`src/cicc_defs.vh`:
```
// Functional notes
// - Call pushes PC+1, loads 11-bit target
// - Call takes PC upper bits from latch
// - Call is two cycles, flags untouched
// - Zero file register writes 00h, sets null
// - Invert file register, null flag from result
// - Invert destination bit selects accumulator or file
// - Kick watchdog clears counter and prescaler
// - Kick watchdog sets expiry and sleep flags
`ifndef CICC_DEFS_VH
`define CICC_DEFS_VH

// ------------------------------------------------------------
// Opcode fields
// ------------------------------------------------------------
`define CICC_OP_W 14
`define CICC_CALL_MASK 14'h3800
`define CICC_CALL_CODE 14'h2000
`define CICC_ZFR_MASK 14'h3f80
`define CICC_ZFR_CODE 14'h0180
`define CICC_CLRA_CODE 14'h0103
`define CICC_INV_MASK 14'h3f00
`define CICC_INV_CODE 14'h0900
`define CICC_KICK_CODE 14'h0064
`define CICC_DEST_BIT 7
`define CICC_FA_HI 6
`define CICC_K_HI 10
`define CICC_LATCH_HI 4
`define CICC_LATCH_LO 3

// ------------------------------------------------------------
// Widths and values
// ------------------------------------------------------------
`define CICC_PC_W 13
`define CICC_FA_W 7
`define CICC_ZERO8 8'h00
`define CICC_PC_ONE 13'h0001

// ------------------------------------------------------------
// Register map
// ------------------------------------------------------------
`define CICC_ADDR_W 4
`define CICC_REG_INSTR 4'h0
`define CICC_REG_LATCH 4'h1
`define CICC_REG_PCLO 4'h2
`define CICC_REG_PCHI 4'h3
`define CICC_REG_ACC 4'h4
`define CICC_REG_STAT 4'h5
`define CICC_REG_HEAD_LO 4'h6
`define CICC_REG_HEAD_HI 4'h7

// Status register bits
`define CICC_ST_NULL 0
`define CICC_ST_EXPIRY 1
`define CICC_ST_SLEEP 2
`define CICC_ST_BUSY 3

`endif

```
`src/cicc_top.v`:
```
`include "cicc_defs.vh"
`default_nettype none

module cicc_top (
    // Clock and reset
    input wire REF_CLK,
    input wire RST_B,
    // Register port
    input wire [3:0] ADDR,
    input wire [7:0] WDATA,
    input wire WR,
    input wire RD,
    output reg [7:0] RDATA,
    // Instruction issue
    input wire [13:0] INSTR,
    input wire INSTR_VALID,
    output wire INSTR_READY,
    // File register side
    output reg [6:0] FILE_ADDR,
    input wire [7:0] FILE_RDATA,
    output reg [7:0] FILE_WDATA,
    output reg FILE_WE,
    // Stack and watchdog
    output reg [12:0] STACK_HEAD,
    output reg STACK_PUSH,
    output reg WDT_CLEAR,
    output reg PRESCALER_CLEAR,
    // Program counter and flags
    output reg [12:0] PC,
    output reg NULL_FLAG,
    output reg EXPIRY_FLAG,
    output reg SLEEP_FLAG
);
    wire rst_b;
    reg [7:0] latch_r;
    reg [7:0] acc_r;
    reg busy_r;
    reg [13:0] sw_instr_r;
    reg sw_go_r;
    reg [6:0] file_wa_r;
    wire [13:0] op;
    wire go;
    wire is_call;
    wire is_zfr;
    wire is_clra;
    wire is_inv;
    wire is_kick;
    wire [7:0] inv_val;

    cicc_sync u_sync (
        .clk(REF_CLK),
        .rst_b_in(RST_B),
        .rst_b_out(rst_b)
    );

    // ------------------------------------------------------------
    // Decode
    // ------------------------------------------------------------
    // Software write to the instruction register issues one too
    assign op = sw_go_r ? sw_instr_r : INSTR;
    // One file port: no new opcode while a write-back holds the address
    assign go = (sw_go_r | INSTR_VALID) & ~busy_r & ~FILE_WE;
    assign INSTR_READY = ~busy_r & ~sw_go_r & ~FILE_WE;
    assign is_call = (op & `CICC_CALL_MASK) == `CICC_CALL_CODE;
    assign is_zfr = (op & `CICC_ZFR_MASK) == `CICC_ZFR_CODE;
    assign is_clra = op == `CICC_CLRA_CODE;
    assign is_inv = (op & `CICC_INV_MASK) == `CICC_INV_CODE;
    assign is_kick = op == `CICC_KICK_CODE;
    assign inv_val = ~FILE_RDATA;

    // File address must be valid during decode so the read is combinational
    always @* begin
        FILE_ADDR = FILE_WE ? file_wa_r : op[`CICC_FA_HI:0];
    end

    // ------------------------------------------------------------
    // Execute
    // ------------------------------------------------------------
    always @(posedge REF_CLK or negedge rst_b) begin
        if (!rst_b) begin
            PC <= 13'h0000;
            acc_r <= `CICC_ZERO8;
            busy_r <= 1'b0;
            NULL_FLAG <= 1'b0;
            EXPIRY_FLAG <= 1'b1;
            SLEEP_FLAG <= 1'b1;
            STACK_HEAD <= 13'h0000;
            STACK_PUSH <= 1'b0;
            FILE_WDATA <= `CICC_ZERO8;
            FILE_WE <= 1'b0;
            WDT_CLEAR <= 1'b0;
            PRESCALER_CLEAR <= 1'b0;
            file_wa_r <= 7'h00;
        end else begin
            STACK_PUSH <= 1'b0;
            FILE_WE <= 1'b0;
            WDT_CLEAR <= 1'b0;
            PRESCALER_CLEAR <= 1'b0;
            // Second cycle of a call is a bubble; flags stay put
            if (busy_r) begin
                busy_r <= 1'b0;
            end else if (go) begin
                PC <= PC + `CICC_PC_ONE;
                file_wa_r <= op[`CICC_FA_HI:0];
                if (is_call) begin
                    STACK_HEAD <= PC + `CICC_PC_ONE;
                    STACK_PUSH <= 1'b1;
                    PC <= {latch_r[`CICC_LATCH_HI:`CICC_LATCH_LO],
                        op[`CICC_K_HI:0]};
                    busy_r <= 1'b1;
                end else if (is_zfr) begin
                    FILE_WDATA <= `CICC_ZERO8;
                    FILE_WE <= 1'b1;
                    NULL_FLAG <= 1'b1;
                end else if (is_clra) begin
                    acc_r <= `CICC_ZERO8;
                    NULL_FLAG <= 1'b1;
                end else if (is_inv) begin
                    NULL_FLAG <= inv_val == `CICC_ZERO8;
                    if (op[`CICC_DEST_BIT]) begin
                        FILE_WDATA <= inv_val;
                        FILE_WE <= 1'b1;
                    end else begin
                        acc_r <= inv_val;
                    end
                end else if (is_kick) begin
                    WDT_CLEAR <= 1'b1;
                    PRESCALER_CLEAR <= 1'b1;
                    EXPIRY_FLAG <= 1'b1;
                    SLEEP_FLAG <= 1'b1;
                end
            end
            if (WR && wdata_hits_acc(ADDR)) begin
                acc_r <= WDATA;
            end
        end
    end

    function wdata_hits_acc;
        input [3:0] a;
        begin
            wdata_hits_acc = a == `CICC_REG_ACC;
        end
    endfunction

    // ------------------------------------------------------------
    // Register port
    // ------------------------------------------------------------
    always @(posedge REF_CLK or negedge rst_b) begin
        if (!rst_b) begin
            latch_r <= `CICC_ZERO8;
            sw_instr_r <= 14'h0000;
            sw_go_r <= 1'b0;
            RDATA <= `CICC_ZERO8;
        end else begin
            if (go) begin
                sw_go_r <= 1'b0;
            end
            if (WR) begin
                case (ADDR)
                    `CICC_REG_INSTR: begin
                        sw_instr_r <= {6'h00, WDATA};
                        sw_go_r <= 1'b1;
                    end
                    `CICC_REG_PCLO: begin
                        sw_instr_r <= {sw_instr_r[13:8], WDATA};
                    end
                    `CICC_REG_PCHI: begin
                        sw_instr_r <= {WDATA[5:0], sw_instr_r[7:0]};
                    end
                    `CICC_REG_LATCH: begin
                        latch_r <= WDATA;
                    end
                    default: begin
                        latch_r <= latch_r;
                    end
                endcase
            end
            RDATA <= `CICC_ZERO8;
            if (RD) begin
                case (ADDR)
                    `CICC_REG_LATCH: RDATA <= latch_r;
                    `CICC_REG_PCLO: RDATA <= PC[7:0];
                    `CICC_REG_PCHI: RDATA <= {3'h0, PC[12:8]};
                    `CICC_REG_ACC: RDATA <= acc_r;
                    `CICC_REG_STAT: RDATA <= {4'h0, busy_r, SLEEP_FLAG, EXPIRY_FLAG,
                        NULL_FLAG};
                    `CICC_REG_HEAD_LO: RDATA <= STACK_HEAD[7:0];
                    `CICC_REG_HEAD_HI: RDATA <= {3'h0, STACK_HEAD[12:8]};
                    default: RDATA <= `CICC_ZERO8;
                endcase
            end
        end
    end
endmodule

`default_nettype wire

```
`src/cicc_sync.v`:
```
`include "cicc_defs.vh"
`default_nettype none

module cicc_sync (
    input wire clk,
    input wire rst_b_in,
    output wire rst_b_out
);
    reg s1_r;
    reg s2_r;

    always @(posedge clk or negedge rst_b_in) begin
        if (!rst_b_in) begin
            s1_r <= 1'b0;
            s2_r <= 1'b0;
        end else begin
            s1_r <= 1'b1;
            s2_r <= s1_r;
        end
    end

    assign rst_b_out = s2_r;
endmodule

`default_nettype wire

```
`config.mk`:
```
export PLATFORM = sky130hd
export DESIGN_NAME = cicc_top
export DESIGN_NICKNAME = d
export VERILOG_FILES = /design/src/cicc_top.v /design/src/cicc_sync.v
export VERILOG_INCLUDE_DIRS = /design/src /design/src/src
export SDC_FILE = /design/constraint.sdc
export NUM_CORES = 1
export LEC_CHECK = 0
export BUFFER_PORTS_ARGS = -buffer_cell sky130_fd_sc_hd__buf_2
export CELL_PAD_IN_SITES_DETAIL_PLACEMENT = 2
export CELL_PAD_IN_SITES_GLOBAL_PLACEMENT = 2
export CORE_UTILIZATION = 35
export CTS_BUF_LIST = sky130_fd_sc_hd__clkbuf_4
export CTS_CLUSTER_SIZE = 28
export DETAILED_ROUTE_END_ITERATION = 12
export PLACE_DENSITY = 0.85
export SLEW_MARGIN = 20
export SYNTH_ARGS = -nofsm -noshare
export SYNTH_HDL_FRONTEND = slang
export SYNTH_HIERARCHICAL = 1
export SYNTH_SLANG_ARGS = --single-unit
```
`constraint.sdc`:
```
create_clock -name REF_CLK -period 3 [get_ports REF_CLK]
set_input_delay 0.15 -clock REF_CLK [delete_from_list [all_inputs] [get_ports REF_CLK]]
set_output_delay 0.15 -clock REF_CLK [all_outputs]
set_load 0.01 [all_outputs]
```
==> impl_metrics.csv <==
group,metric,value,unit
timing,slew_headroom,39.26,%
cts,cts_inserted_buffers,9,
cts,postCtsSetupBuffers,0,
yosys,async_s_r_ff_share_synth,100.0,%
cts,h-tree-depth,3,
yosys,synth.area.top_cells,"sky130_fd_sc_hd__dfrtp_1 (47%), sky130_fd_sc_hd__mux2_2 (6.9%), sky130_fd_sc_hd__nand2_1 (6.0%), sky130_fd_sc_hd__nor2_1 (3.8%), sky130_fd_sc_hd__mux2i_1 (3.5%)",
worst_setup_path,worstRegToRegCells,6,
routing,wl_per_cell,22.38,microns
global_route,number_of_antenna_violations_at_the_first_check_in_global_routing,1,
cts,tritoncts,"built",
cts,ctsLongestPathBuffers,2,
floorplanning,die_h,116.6,microns
worst_setup_path,critPathKind,"flip-flop to flip-flop",
timing,maxSlewViolCount,0,
yosys,synth_flop_cell,"sky130_fd_sc_hd__dfrtp_1",
pwr,total_power,3.416,mW
yosys,synthDominantAreaCellType,"sky130_fd_sc_hd__dfrtp_1",
global_route,grt_first_pass_wirelength,25930,microns
cts,cts_hold_buffers,11,
yosys,syn-cell-area,0.004599,sq mm
routing,firstDrtPassIters,4,
yosys,synthesis.instances,486,
timing,finalSetupTns,0,ps
yosys,synth_top_area_share,46.79,%
routing,initial_drc_count,200,
global_route,grt_start_max_net_pins,85,
yosys,cell_with_the_most_instances_after_synthesis,"sky130_fd_sc_hd__dfrtp_1",
cts,worstSkewPairLatency,480,ps
cells_and_area,fill_cells,1436,
worst_setup_path,timing.critical_path.from_type,"flip-flop",
timing,min_period_over_period,87.75,%
pwr,worst_ir_drop_vdd,259.5,uV
floorplanning,design.core.area,0.01272,sq mm
placed_design,port-buffer-count,93,
worst_setup_path,timing.reg2reg.setup_slack,370,ps
worst_setup_path,cp_max_fo,8,
cells_and_area,post_route_cells_drive_above_1_share,28.55,%
yosys,yosysWarningCount,6,
routing,detail-route-antenna-nets,0,
global_route,grt_pass1_vias,4588,
pwr,power_per_standard_cell_area,621.8,mW/mm^2
routing,route.detailed.vias_per_inst,5.555,
timing,hold_viol_final,0,
timing,rsz0062_at_grt,"no",
cts,tritoncts_num_sinks,86,
floorplanning,num_rows,41,
yosys,syn_avg_cell_area,9.464,sq um
routing,drc,0,
hold_path,worstHoldPathCells,4,
worst_setup_path,worstSetupEndpointType,"flip-flop",
timing,setup_violations,0,
timing,worst-slew-pin-transition,899.7,ps
hold_path,timing.hold.worst.class,"input port to flip-flop",
timing,fmax,0.3799,GHz
routing,dr_total_vias,4211,
yosys,fraction_of_the_yosys_area_taken_by_sequential_cells,46.79,%
worst_setup_path,worst-path-stages,6,
cells_and_area,final_net_count,621,
timing,final.setup_skew,16.41,ps
worst_setup_path,cp_data_required_time,3380,ps
floorplanning,io-pin-count,96,
worst_setup_path,rr_endpoint,"acc_r[1]",
hold_path,worst_hold_path.endpoint,"acc_r[6]",
cells_and_area,post_route_cell_area,0.005494,sq mm
placed_design,place_hpwl,12390,microns
hold_path,worst_hold_startpoint,"FILE_RDATA[6]",
yosys,synth_seq_cells,86,
floorplanning,dieArea,0.01360,sq mm
yosys,number_of_synthesized_flops_with_an_enable_pin,0,
pwr,p_leak,2.564,nW
cells_and_area,count_of_placed_standard_cells_in_the_final_layout_fillers_left_out,758,
worst_setup_path,timing.critical_path.max_delay_family,"compound AO/OA/AOI/OAI gates",
global_route,grt.overflow.total,0,
timing,period_minus_slack,2633,ps
routing,drt_wirelength,16960,microns
flow_run,cap_viol_max_count,0,
cts,postCtsResizedCells,0,
worst_setup_path,critPathArrivalTime,3010,ps
cts,cts.clk_slew.worst_paths,140,ps
cells_and_area,syn_to_final_growth,19.45,%
placed_design,placed_cells_incl_taps,729,
placed_design,routabilityCongestion,0.8664,
worst_setup_path,critical-path-max-stage-delay,570,ps
cts,clock_tree.root_cell,"sky130_fd_sc_hd__clkbuf_4",
worst_setup_path,worst_reg2reg_startpoint,"sw_go_r",
yosys,post_synth_most_frequent_cells,"sky130_fd_sc_hd__dfrtp_1 (86), sky130_fd_sc_hd__nand2_1 (73), sky130_fd_sc_hd__nor2_1 (46)",
floorplanning,chip_width,116.6,microns
worst_setup_path,combined_buffer_and_inverter_count_along_the_critical_path,1,
yosys,number_of_different_library_cells_in_the_post_synthesis_netlist,59,
worst_setup_path,critical_path.slowest_cell,"sky130_fd_sc_hd__or4_4",
floorplanning,initial_utilization,36.15,%
run_status,outcome,"finished clean",
placed_design,placedInstanceArea,0.005220,sq mm
worst_setup_path,crit_chain,"buf_4, mux2_2, o21bai_1, or4_4, a22o_4, a2111oi_2",
global_route,grt_use_total,26.24,%
## how the worst max path moves through the flow
stage,start,end,slack (ps)
after floorplan,u_sync/rst_b_out,FILE_WDATA[0],430
after global placement,sw_go_r,acc_r[2],540
after detailed placement,sw_go_r,acc_r[1],370
after CTS,sw_go_r,acc_r[1],360
after global routing,sw_go_r,acc_r[3],240
final,sw_go_r,acc_r[1],370
## cells by family (layout without fill, tap and decap cells)
logic type | Yosys count | count (layout) | share of synthesized area (%)
adder cells (fa/ha/maj) | 1 | 1 | 0.2720
AO/OA/AOI/OAI | 109 | 109 | 15.83
multiplexers | 48 | 48 | 12.05
AND/OR/NAND/NOR | 175 | 175 | 18.04
other | 2 | 4 | 0.1633
XOR/XNOR | 11 | 11 | 2.095
flip-flops | 86 | 86 | 46.79
buffers and inverters | 54 | 152 | 4.761
## registers in the layout, indices dropped and copies added, names as in the netlist, 7 cells and up
register	flops
STACK_HEAD	13
sw_instr_r	14
FILE_WDATA	8
RDATA	8
file_wa_r	7
PC	13
latch_r	8
acc_r	8
## layer usage
layer	global-route usage [%]	vias to the layer above	wire length, microns
li1	-	1891	-
met1	32.99	2190	7470
met2	45.01	96	8443
met3	3.321	34	540
met4	11.98	0	507
met5	0	-	0
## layout make-up
cell class	instances	area (sq um)	area share (%)
timing repair buffer	114	665.6	12.12
sequential	86	2156	39.24
clock buffer	13	97.59	1.776
inverter	23	86.33	1.571
multi-input combinational	347	2237	40.72
tap	172	215.2	3.917
antenna	1	2.502	0.04555
clock inverter	2	33.78	0.6149
## worst register-to-register path, delay by kind of cell (launching register included)
kind	cells	cell delay [ps]
muxes	1	400
DFF	1	450
and+or+nand+nor	1	570
buffers and inverters	1	200
AOI/OAI and AO/OA	3	920
## per-stage QoR
step / setup slack, ps / hold WS, ps / utilization [%]
2_1_floorplan: 427.3 / -145.6 / -
3_3_place_gp: 542.1 / -64.87 / 41.03
3_5_place_dp: 369.3 / -63.78 / 41.03
4_1_cts: 359.7 / 3.337 / 42.93
5_1_grt: 236.7 / 44.84 / 43.18
6_report: 367.5 / 27.78 / 43.18
## report_power, final
part	internal, mW	switching [mW]	leakage (nW)	total, mW
Sequential	1.40	0.338	1.09	1.74
Combinational	0.445	0.532	1.40	0.977
Clock	0.286	0.415	0.0755	0.701
Total	2.13	1.29	2.56	3.42
## cell usage in the layout (no fill, tap or decap), drive strengths merged, types with 4 or more instances in the layout
| cell | n |
|---|---|
| a21oi | 16 |
| nand2 | 73 |
| a2111oi | 7 |
| mux2 | 29 |
| inv | 23 |
| nor2 | 47 |
| nor4 | 5 |
| o21ai | 50 |
| dfrtp | 86 |
| nor2b | 4 |
| dlygate4sd3 | 12 |
| or3 | 4 |
| nand4 | 7 |
| buf | 102 |
| nand3 | 8 |
| a22oi | 7 |
| mux2i | 16 |
| xor2 | 4 |
| xnor2 | 7 |
| clkbuf | 13 |
| o22ai | 7 |
| nor3 | 5 |
(Power assumes the default switching activity.)
